$ cat config.mk
export PLATFORM = sky130hd
export DESIGN_NAME = timer16
export DESIGN_NICKNAME = d
export VERILOG_FILES = /design/src/verilog/timer16_pkg.sv /design/src/verilog/compare_output_channel.sv /design/src/verilog/timer16.sv
export VERILOG_INCLUDE_DIRS = /design/src /design/src/verilog
export SDC_FILE = /design/constraint.sdc
export NUM_CORES = 1
export LEC_CHECK = 0
export BUFFER_PORTS_ARGS = -buffer_cell sky130_fd_sc_hd__buf_2
export CAP_MARGIN = 20
export CELL_PAD_IN_SITES_DETAIL_PLACEMENT = 0
export CELL_PAD_IN_SITES_GLOBAL_PLACEMENT = 1
export CORE_AREA = 5 5 96 98
export CTS_CLUSTER_DIAMETER = 30
export DETAILED_ROUTE_END_ITERATION = 8
export DIE_AREA = 0 0 101 103
export PLACE_DENSITY_LB_ADDON = 0.1
export SLEW_MARGIN = 30
export SYNTH_ARGS = -nofsm -noshare
export SYNTH_HDL_FRONTEND = slang
export SYNTH_SLANG_ARGS = --single-unit
$ cat constraint.sdc
create_clock -name clk -period 3.7 [get_ports clk]
set_input_delay 0.74 -clock clk [delete_from_list [all_inputs] [get_ports clk]]
set_output_delay 0.74 -clock clk [all_outputs]
set_load 0.01 [all_outputs]
$ cat src/verilog/timer16_defines.svh
// Constants for the 16-bit timer: mode codes, compare actions, reset values.
// Assumes inclusion by bare name from design and bench files.
`ifndef TIMER16_DEFINES_SVH
`define TIMER16_DEFINES_SVH

`define TMR_WIDTH 16
`define TMR_NCH 2
`define TMR_MAX 16'hFFFF
`define TMR_BOTTOM 16'h0000
`define TMR_ONE 16'h0001
`define WGM_NORMAL 4'h0
`define WGM_CTC_OCR 4'h4
`define WGM_CTC_ICR 4'hC
`define COM_NONE 2'h0
`define COM_TOGGLE 2'h1
`define COM_CLEAR 2'h2
`define COM_SET 2'h3
`define TMR_MATCH_NONE 2'h0

`endif

$ cat src/verilog/timer16_pkg.sv
// Types shared by the 16-bit timer and its compare output channel.
// Assumes timer16_defines.svh is available on the include path.
package timer16_pkg;

  typedef enum logic [2:0] {
    WAVE_NONPWM = 3'h1,
    WAVE_FAST = 3'h2,
    WAVE_PHASE = 3'h4
  } wave_class_e;

  typedef struct packed {
    logic [1:0] compare_output_mode;
    logic force_compare_strobe;
    logic [15:0] compare_value;
  } chan_cfg_s;

endpackage : timer16_pkg

$ cat src/verilog/compare_output_channel.sv
// One compare output channel: holds the pin level and applies the mode action.
// Assumes the parent decodes the waveform class and provides tick-qualified match and PWM events; the force strobe is not tick-qualified.
`timescale 1ns/1ps
`include "timer16_defines.svh"

module compare_output_channel (
  input wire logic clk,
  input wire logic rst,
  input wire logic [1:0] compare_output_mode,
  input wire logic match,
  input wire logic force_strobe,
  input wire logic pwm_set,
  input wire logic pwm_clr,
  input wire timer16_pkg::wave_class_e wave_class,
  output logic pin_ff
);

  logic nxt_pin;

  always_comb begin
    nxt_pin = pin_ff;
    if (wave_class == timer16_pkg::WAVE_NONPWM) begin
      if (match || force_strobe) begin
        case (compare_output_mode)
          `COM_TOGGLE: nxt_pin = ~pin_ff;
          `COM_CLEAR: nxt_pin = 1'b0;
          `COM_SET: nxt_pin = 1'b1;
          default: nxt_pin = pin_ff;
        endcase
      end
    end else begin
      // Mode 2 is non-inverted, mode 3 inverted
      if (compare_output_mode[1]) begin
        if (pwm_set) begin
          nxt_pin = ~compare_output_mode[0];
        end else if (pwm_clr) begin
          nxt_pin = compare_output_mode[0];
        end
      end
    end
  end

  always_ff @(posedge clk) begin
    if (rst) begin
      pin_ff <= 1'b0;
    end else begin
      pin_ff <= nxt_pin;
    end
  end

endmodule : compare_output_channel

$ cat src/verilog/timer16.sv
// 16-bit timer/counter with normal, CTC and simple PWM sequencing and two compare outputs.
// Assumes control ports are synchronous to clk and timer_tick is a one-cycle enable.
// What this block does
// - A compare output mode of zero leaves the channel pin untouched at a compare match.
// - A new compare output mode acts from the next compare match, force strobe or fast PWM top onward.
// - In non-PWM modes the force strobe applies the configured action at once.
// - Waveform mode and compare output mode together set the behaviour; only waveform mode alters counting.
// - In PWM modes the compare output mode picks inverted or non-inverted output.
// - In non-PWM modes the compare output mode sets, clears or toggles the pin on a match.
// - In normal mode the counter only increments and is never cleared by compare or top.
// - In normal mode the counter wraps from all ones to zero and keeps counting up.
// - The overflow flag sets in the cycle the counter becomes zero after wrapping.
// - Counting only sets the overflow flag; servicing the interrupt clears it.
// - Software may write the counter value at any time.
`timescale 1ns/1ps
`include "timer16_defines.svh"

module timer16 (
  input wire logic clk,
  input wire logic rst,
  input wire logic timer_tick,
  input wire logic [3:0] waveform_gen_mode,
  input wire timer16_pkg::chan_cfg_s chan_a,
  input wire timer16_pkg::chan_cfg_s chan_b,
  input wire logic [15:0] top_value,
  input wire logic counter_write,
  input wire logic [15:0] counter_wdata,
  input wire logic overflow_ack,
  output logic [15:0] counter_value_ff,
  output logic overflow_flag_ff,
  output logic [1:0] compare_match_ff,
  output logic [1:0] compare_output_pin_ff
);

  timer16_pkg::wave_class_e wave_class;
  logic [15:0] nxt_counter;
  logic [15:0] cnt_top;
  logic clear_at_top;
  logic at_top;
  logic wrap;
  logic up_ff;
  logic nxt_up;
  logic [15:0] cmp_val [`TMR_NCH];
  logic [1:0] cmp_mode [`TMR_NCH];
  logic force_chan [`TMR_NCH];
  logic [`TMR_NCH-1:0] match;
  logic [`TMR_NCH-1:0] pin;

  assign cmp_val[0] = chan_a.compare_value;
  assign cmp_val[1] = chan_b.compare_value;
  assign cmp_mode[0] = chan_a.compare_output_mode;
  assign cmp_mode[1] = chan_b.compare_output_mode;
  assign force_chan[0] = chan_a.force_compare_strobe;
  assign force_chan[1] = chan_b.force_compare_strobe;

  // Waveform mode alone shapes the count sequence
  always_comb begin
    clear_at_top = 1'b0;
    cnt_top = `TMR_MAX;
    wave_class = timer16_pkg::WAVE_NONPWM;
    case (waveform_gen_mode)
      `WGM_NORMAL: begin
        clear_at_top = 1'b0;
        cnt_top = `TMR_MAX;
      end
      `WGM_CTC_OCR: begin
        clear_at_top = 1'b1;
        cnt_top = chan_a.compare_value;
      end
      `WGM_CTC_ICR: begin
        clear_at_top = 1'b1;
        cnt_top = top_value;
      end
      default: begin
        if (waveform_gen_mode[3] || !waveform_gen_mode[2]) begin
          wave_class = timer16_pkg::WAVE_PHASE;
        end else begin
          wave_class = timer16_pkg::WAVE_FAST;
        end
        clear_at_top = 1'b1;
        cnt_top = top_value;
      end
    endcase
  end

  assign at_top = (counter_value_ff == cnt_top);
  assign wrap = (counter_value_ff == `TMR_MAX);

  always_comb begin
    nxt_counter = counter_value_ff;
    nxt_up = up_ff;
    if (counter_write) begin
      nxt_counter = counter_wdata;
    end else if (timer_tick) begin
      if (wave_class == timer16_pkg::WAVE_PHASE) begin
        if (up_ff && at_top) begin
          nxt_up = 1'b0;
          nxt_counter = counter_value_ff - `TMR_ONE;
        end else if (!up_ff && counter_value_ff == `TMR_BOTTOM) begin
          nxt_up = 1'b1;
          nxt_counter = counter_value_ff + `TMR_ONE;
        end else if (up_ff) begin
          nxt_counter = counter_value_ff + `TMR_ONE;
        end else begin
          nxt_counter = counter_value_ff - `TMR_ONE;
        end
      end else if (clear_at_top && at_top) begin
        nxt_up = 1'b1;
        nxt_counter = `TMR_BOTTOM;
      end else begin
        nxt_up = 1'b1;
        nxt_counter = counter_value_ff + `TMR_ONE;
      end
    end
  end

  always_ff @(posedge clk) begin
    if (rst) begin
      counter_value_ff <= `TMR_BOTTOM;
      up_ff <= 1'b1;
    end else begin
      counter_value_ff <= nxt_counter;
      up_ff <= nxt_up;
    end
  end

  // Flag rises as the counter wraps to zero in normal mode or clears at top in CTC and fast PWM; set beats acknowledge
  always_ff @(posedge clk) begin
    if (rst) begin
      overflow_flag_ff <= 1'b0;
    end else if (!counter_write && timer_tick && wrap && !clear_at_top) begin
      overflow_flag_ff <= 1'b1;
    end else if (!counter_write && timer_tick && clear_at_top && at_top && wave_class != timer16_pkg::WAVE_PHASE) begin
      overflow_flag_ff <= 1'b1;
    end else if (overflow_ack) begin
      overflow_flag_ff <= 1'b0;
    end
  end

  genvar gi;
  generate
    for (gi = 0; gi < `TMR_NCH; gi = gi + 1) begin : g_chan
      logic force_ok;
      logic pwm_set;
      logic pwm_clr;
      assign match[gi] = timer_tick && !counter_write && (counter_value_ff == cmp_val[gi]);
      assign force_ok = force_chan[gi] && (wave_class == timer16_pkg::WAVE_NONPWM);
      assign pwm_set = timer_tick && ((wave_class == timer16_pkg::WAVE_FAST && counter_value_ff == cnt_top) ||
                       (wave_class == timer16_pkg::WAVE_PHASE && up_ff == 1'b0 && counter_value_ff == cmp_val[gi]));
      assign pwm_clr = timer_tick && (counter_value_ff == cmp_val[gi]) && !(wave_class == timer16_pkg::WAVE_PHASE && !up_ff);

      // Mode is sampled live, so a change first acts at the next match, force strobe or fast PWM top
      compare_output_channel u_chan (
        .clk(clk),
        .rst(rst),
        .compare_output_mode(cmp_mode[gi]),
        .match(match[gi]),
        .force_strobe(force_ok),
        .pwm_set(pwm_set),
        .pwm_clr(pwm_clr),
        .wave_class(wave_class),
        .pin_ff(pin[gi])
      );
    end
  endgenerate

  always_ff @(posedge clk) begin
    if (rst) begin
      compare_match_ff <= `TMR_MATCH_NONE;
    end else begin
      compare_match_ff <= match;
    end
  end

  assign compare_output_pin_ff = pin;

endmodule : timer16

# Word-level counts from Yosys, hierarchy flattened
# Cells that the tools add are included.
dict set report classes {
  addsub 2
  n_eq_ne 21
  n_mux 29
  bitwise_logic 6
  n_reduce_logical 45
}
# operator n
set op_table {}
lappend op_table {{$mux W16} 7}
lappend op_table {{$eq A16 B16 Y1} 3}
lappend op_table {{$pmux W16 S2} 1}
lappend op_table {{$logic_and A1 B1 Y1} 24}
lappend op_table {{$mux W1} 17}
lappend op_table {{$add A16 B1 Y16 const B} 1}
lappend op_table {{$eq A16 B16 Y1 const B} 1}
lappend op_table {{$logic_not A16 Y1} 1}
lappend op_table {{$sub A16 B1 Y16 const B} 1}
lappend op_table {{$reduce_bool A3 Y1} 3}
lappend op_table {{$eq A2 B2 Y1 const B} 4}
lappend op_table {{$ne A4 B1 Y1 const B} 2}
lappend op_table {{$reduce_and A4 Y1} 2}
lappend op_table {{$mux W3} 2}
lappend op_table {{$not A1 Y1} 6}
lappend op_table {{$pmux W1 S3} 2}
lappend op_table {{$reduce_bool A2 Y1} 3}
lappend op_table {{$logic_or A1 B1 Y1} 5}
lappend op_table {{$eq A2 B1 Y1 const B} 2}
lappend op_table {{$eq A4 B3 Y1 const B} 1}
lappend op_table {{$eq A4 B4 Y1 const B} 1}
lappend op_table {{$logic_not A1 Y1} 4}
lappend op_table {{$logic_not A4 Y1} 1}
lappend op_table {{$ne A2 B1 Y1 const B} 2}
lappend op_table {{other kinds (7)} 7}
dict set report totals {
  ff_bits 22
  in_bits 79
  output_inout_bits 21
  elab_cells 109
}

# Logic depth before layout (Yosys ltp)
dict set report logic_depth {
  word_depth 12
  depth_mapped 13
  mapped_depth_nobuf 11
}

# Modules after synthesis
# Synthesis repeated with hierarchy kept, for this count alone.
dict set report hier_totals {
  cells_unflattened 413
  area_unflattened_um2 2977.9
}
# mod n_inst cells_per_inst area_each_um2 seq_area_each_um2
set modules_own_cells {}
lappend modules_own_cells {timer16 1 387 2737.6 400.4}
lappend modules_own_cells {compare_output_channel 2 13 120.1 20.0}

# Worst setup path after synthesis
# No wires, ideal clock.
dict set report synth_timing {
  kind {input port to flip-flop}
  start {input port waveform_gen_mode[1]}
  end {register counter_value_ff[12]}
  setup_time_ns 0.119
  arrival_ns 3.085
  t_required_ns 3.581
  path_slack_ns 0.497
  cell_stages 10
  n_path_buf 1
  path_cell_list {or3_1 -> a221oi_1 -> o32a_1 -> o2111ai_1 -> nor4_4 -> o21a_4 -> buf_6 -> nor3_1 -> o311a_1 -> o221a_1}
}
dict set report synth_between {
  elab_chain_len 8
  elab_cells_between_ends 16
  cone_classes {eq/ne: 4; mux: 8; reduce/logical: 4}
}
# item line_no
set synth_rtl {}
lappend synth_rtl {{from (decl)} timer16.sv:22} ;# input wire logic [3:0] waveform_gen_mode,
lappend synth_rtl {{$eq A4 B3 Y1 or $logic_not A4 Y1 (tied branches)} timer16.sv:61} ;# case (waveform_gen_mode)
lappend synth_rtl {{$pmux W16 S2} timer16.sv:61}
lappend synth_rtl {{$eq A16 B16 Y1} timer16.sv:86} ;# assign at_top = (counter_value_ff == cnt_top);
lappend synth_rtl {{$logic_and A1 B1 Y1 (on tied branches)} {timer16.sv:107, timer16.sv:96}}
lappend synth_rtl {{$mux W16 (on tied branches)} {timer16.sv:107, timer16.sv:96}}
lappend synth_rtl {{$mux W16 *} timer16.sv:95} ;# if (wave_class == timer16_pkg::WAVE_PHASE) begin
lappend synth_rtl {{$mux W16 *} timer16.sv:94} ;# end else if (timer_tick) begin
lappend synth_rtl {{$mux W16 *} timer16.sv:92} ;# if (counter_write) begin
lappend synth_rtl {{to (signal assigned)} timer16.sv:119} ;# counter_value_ff <= `TMR_BOTTOM;
lappend synth_rtl {{to (signal assigned)} timer16.sv:122} ;# counter_value_ff <= nxt_counter;
lappend synth_rtl {{to (decl)} timer16.sv:29} ;# output logic [15:0] counter_value_ff,
# Mark *: on every way between the ends. The rest lies on a longest branch, timed or not. The select of a mux whose other input is x is not followed.
# A chain may end at the register's enable or synchronous reset.

# Worst setup path after layout
dict set report layout_timing {
  start {input port waveform_gen_mode[1]}
  end {register counter_value_ff[8]}
}
# Same word-level chain as after synthesis.

==> out/metrics.cfg <==
[worst_setup_path]
crit_start = waveform_gen_mode[1]
worst_setup_path_start_kind = input port
critical_path_class = input port to register
setup.worst_path.end_class = register
worst-endpoint-required_ps = 3900
worstReg2RegStart = counter_value_ff[8]
arrival_ps = 3440
cp_max_fo = 7

[sta]
timing.final.crit_share = 0.876
grt_setup_unrepaired = false
timing.max_slew.rel_slack = 0.523
maxClockFrequency_mhz = 308
tns_setup_ps = 0
finalWorstPathRequiredPeriod_ps = 3240
finalSetupViolations = 0
fin_worst_skew_ps = 8.51
timing.final.max_slew_violations = 0
worst_pin_slew_ps = 715
finalHoldViolCount = 0

[grt]
number_of_global_route_vias_before_repair = 3571
initial_antenna_violation_count = 0
global_route.usage.total = 0.236
gr_ovfl_total = 0
grt_first_pass_wirelength_mm = 19.2
groute.layer.met1.usage = 0.320
grt_util_met2 = 0.390
maximum_number_of_pins_on_one_net_before_global_route_repair = 33
global_route.usage.met3 = 0.0332
gr-max-usage-layer = met2

[cts]
cts-resized-gates = 0
cts_h_tree_depth = 1
clock_sink_count = 22
post_cts_hold_buffer_count = 0
cts_buffers = 3
clk_latency_ps = 280
clock_tree_from_tritoncts = built
clk_transition_reported_paths_ps = 100
ctsRootBufferMaster = clkbuf_8
clock_path_buffers = 2
cts_post_setup_buffers_inserted = 0

[synth]
synth_most_common_cell = o21ai_0
synthesis.yosys.warnings = 0
post_synth_most_frequent_cells = o21ai_0 (42), nand2_1 (31), nor2_1 (24)
ys_seq_area_frac = 0.154
ys_async_sr_fraction = 0
syn-mean-instance-area_sq_um = 7.01
area_share_of_the_largest_cell_type_after_synthesis = 0.154
post_synth_edffs = 0
netlist_top_cells_area = dfxtp_1 (15%), o21ai_0 (7.3%), xor2_1 (5.8%)
synthesis.nets = 490
dominantRegCellSynth = dfxtp_1
syn-instance-count = 409
postSynthRegisterBits = 22
synthesis.area_sq_mm = 0.00287
post-synth-top-area-cell = dfxtp_1
synth.lib_cells_used.distinct = 71

[route]
drcViolationCount = 0
remaining_antenna_violation_count = 0
routed_wire_length_per_instance_um = 20.0
drt_iter0_markers = 235
detail_route.vias_per_cell = 5.85
drt-pass1-iter-count = 5
routed-via-count = 3627
routed_wl_mm = 12.4

[place]
port_buffers = 99
placed_cell_area_sq_mm = 0.00356
dp_hpwl_mm = 9.82
gpl.final_weighted_congestion = 0.957

[cells_and_area]
areaGrowthSynthToFinish_pct = 26.5
post_route_cells_drive_above_1_share = 0.303
num_antenna_cells = 0
fin_nets = 594
layout.cell_area.non_filler_sq_mm = 0.00363

[floorplanning]
die_area_sq_mm = 0.0104
initial_core_util = 0.342
num_io_pins = 100
die_width_um = 101
die-height_um = 103
placement_rows = 34
placeable_core_area_sq_mm = 0.00838

[power_and_ir_drop]
power.ir.vdd_worst_mv = 0.116
switching_share = 0.378
seqPwrFrac = 0.315
p_switching_mw = 0.333
p_comb_frac = 0.407
power_frac_clock = 0.278
report.power.total_mw = 0.881
power_leakage_nw = 1.53
power_density_mw_per_mm2 = 243
power_report.internal_total_mw = 0.548

[worst_hold_path]
min_path_type = register to register
startpoint_of_the_most_critical_hold_path = overflow_flag_ff

[run]
cap_violations = 0

[run_status]
status = finished clean

metrics by stage:
step	worst slack (ps)	std cells	util	hold WS [ps]
floorplan	497	409	-	489
global placement	211	616	0.424	454
detailed placement	174	616	0.424	459
CTS	432	620	0.433	473
global route	253	620	0.433	494
finish	457	620	0.433	469
layer usage:
| layer | up-vias | part of all wire |
|---|---|---|
| met4 | 0 | 0.021 |
| met2 | 163 | 0.46 |
| met5 | - | 0 |
| li1 | 1734 | - |
| met1 | 1708 | 0.45 |
| met3 | 22 | 0.063 |
power groups by stage:
stage | combinational (mW) | sequential, mW | clock (mW)
finish | 0.359 | 0.277 | 0.245
global route | 0.393 | 0.279 | 0.256
CTS | 0.355 | 0.277 | 0.247
detailed placement | 0.353 | 0.282 | 0
global placement | 0.355 | 0.283 | 0
floorplan | 0.211 | 0.273 | 0
layout by cell type (no fill, tap or decap), types with 4 or more instances in the layout:
master	count
dfxtp_1	22
nor2_1	24
o21ai_0	42
nand4_1	7
a22o_1	5
nand2_1	31
o31ai_1	4
o221ai_1	4
buf_2	99
mux2i_1	9
xor2_1	19
nand2b_1	11
a221oi_1	5
nor3_1	18
nor4_1	12
nand3_1	18
a21oi_1	23
nor2b_1	8
a31oi_1	9
o22ai_1	8
inv_1	14
or4_1	4
buf_4	29
xnor2_1	13
or3_1	7
sequential cells by signal, summed over array words and instances, names as in the netlist:
| name | flops |
|---|---|
| counter_value_ff | 16 |
| compare_match_ff | 2 |
| up_ff | 1 |
| overflow_flag_ff | 1 |
| g_chan.u_chan.pin_ff | 2 |
cell families after synthesis:
logic type                 count (synthesis)  share of synthesized area
muxes                                     10                     0.0353
buffers and inverters                     50                     0.0873
DFF                                       22                      0.154
and+or+nand+nor                          157                      0.299
AOI/OAI and AO/OA                        136                      0.318
xor gates and xnor gates                  32                     0.0977
adders and majority gates                  2                    0.00872
worst max-delay path: stages:
cell       delay, ps
buf_2            130
or3_1            460
a221oi_1         240
o32a_1           180
o2111ai_1        250
nor4_4           320
buf_4            190
o21a_4           190
nand2_4           80
or4_1            420
a311oi_1         240
worst paths after layout:
check	to	slack, ps	depth (start not counted)
max	counter_value_ff[8]	460	11
min	overflow_flag_ff	470	2
max reg2reg	counter_value_ff[8]	580	10
min reg2reg	overflow_flag_ff	470	2
final cells by class:
type	instances	area (sq um)
flip-flops and latches	22	440
clock inverters	1	30.0
repair buffers	128	713
inverters	21	90.1
fillers	891	4750
clock buffers	3	41.3
well taps	108	135
multi-input cells	337	2180
Note: power is estimated with default switching activity, not from simulation.
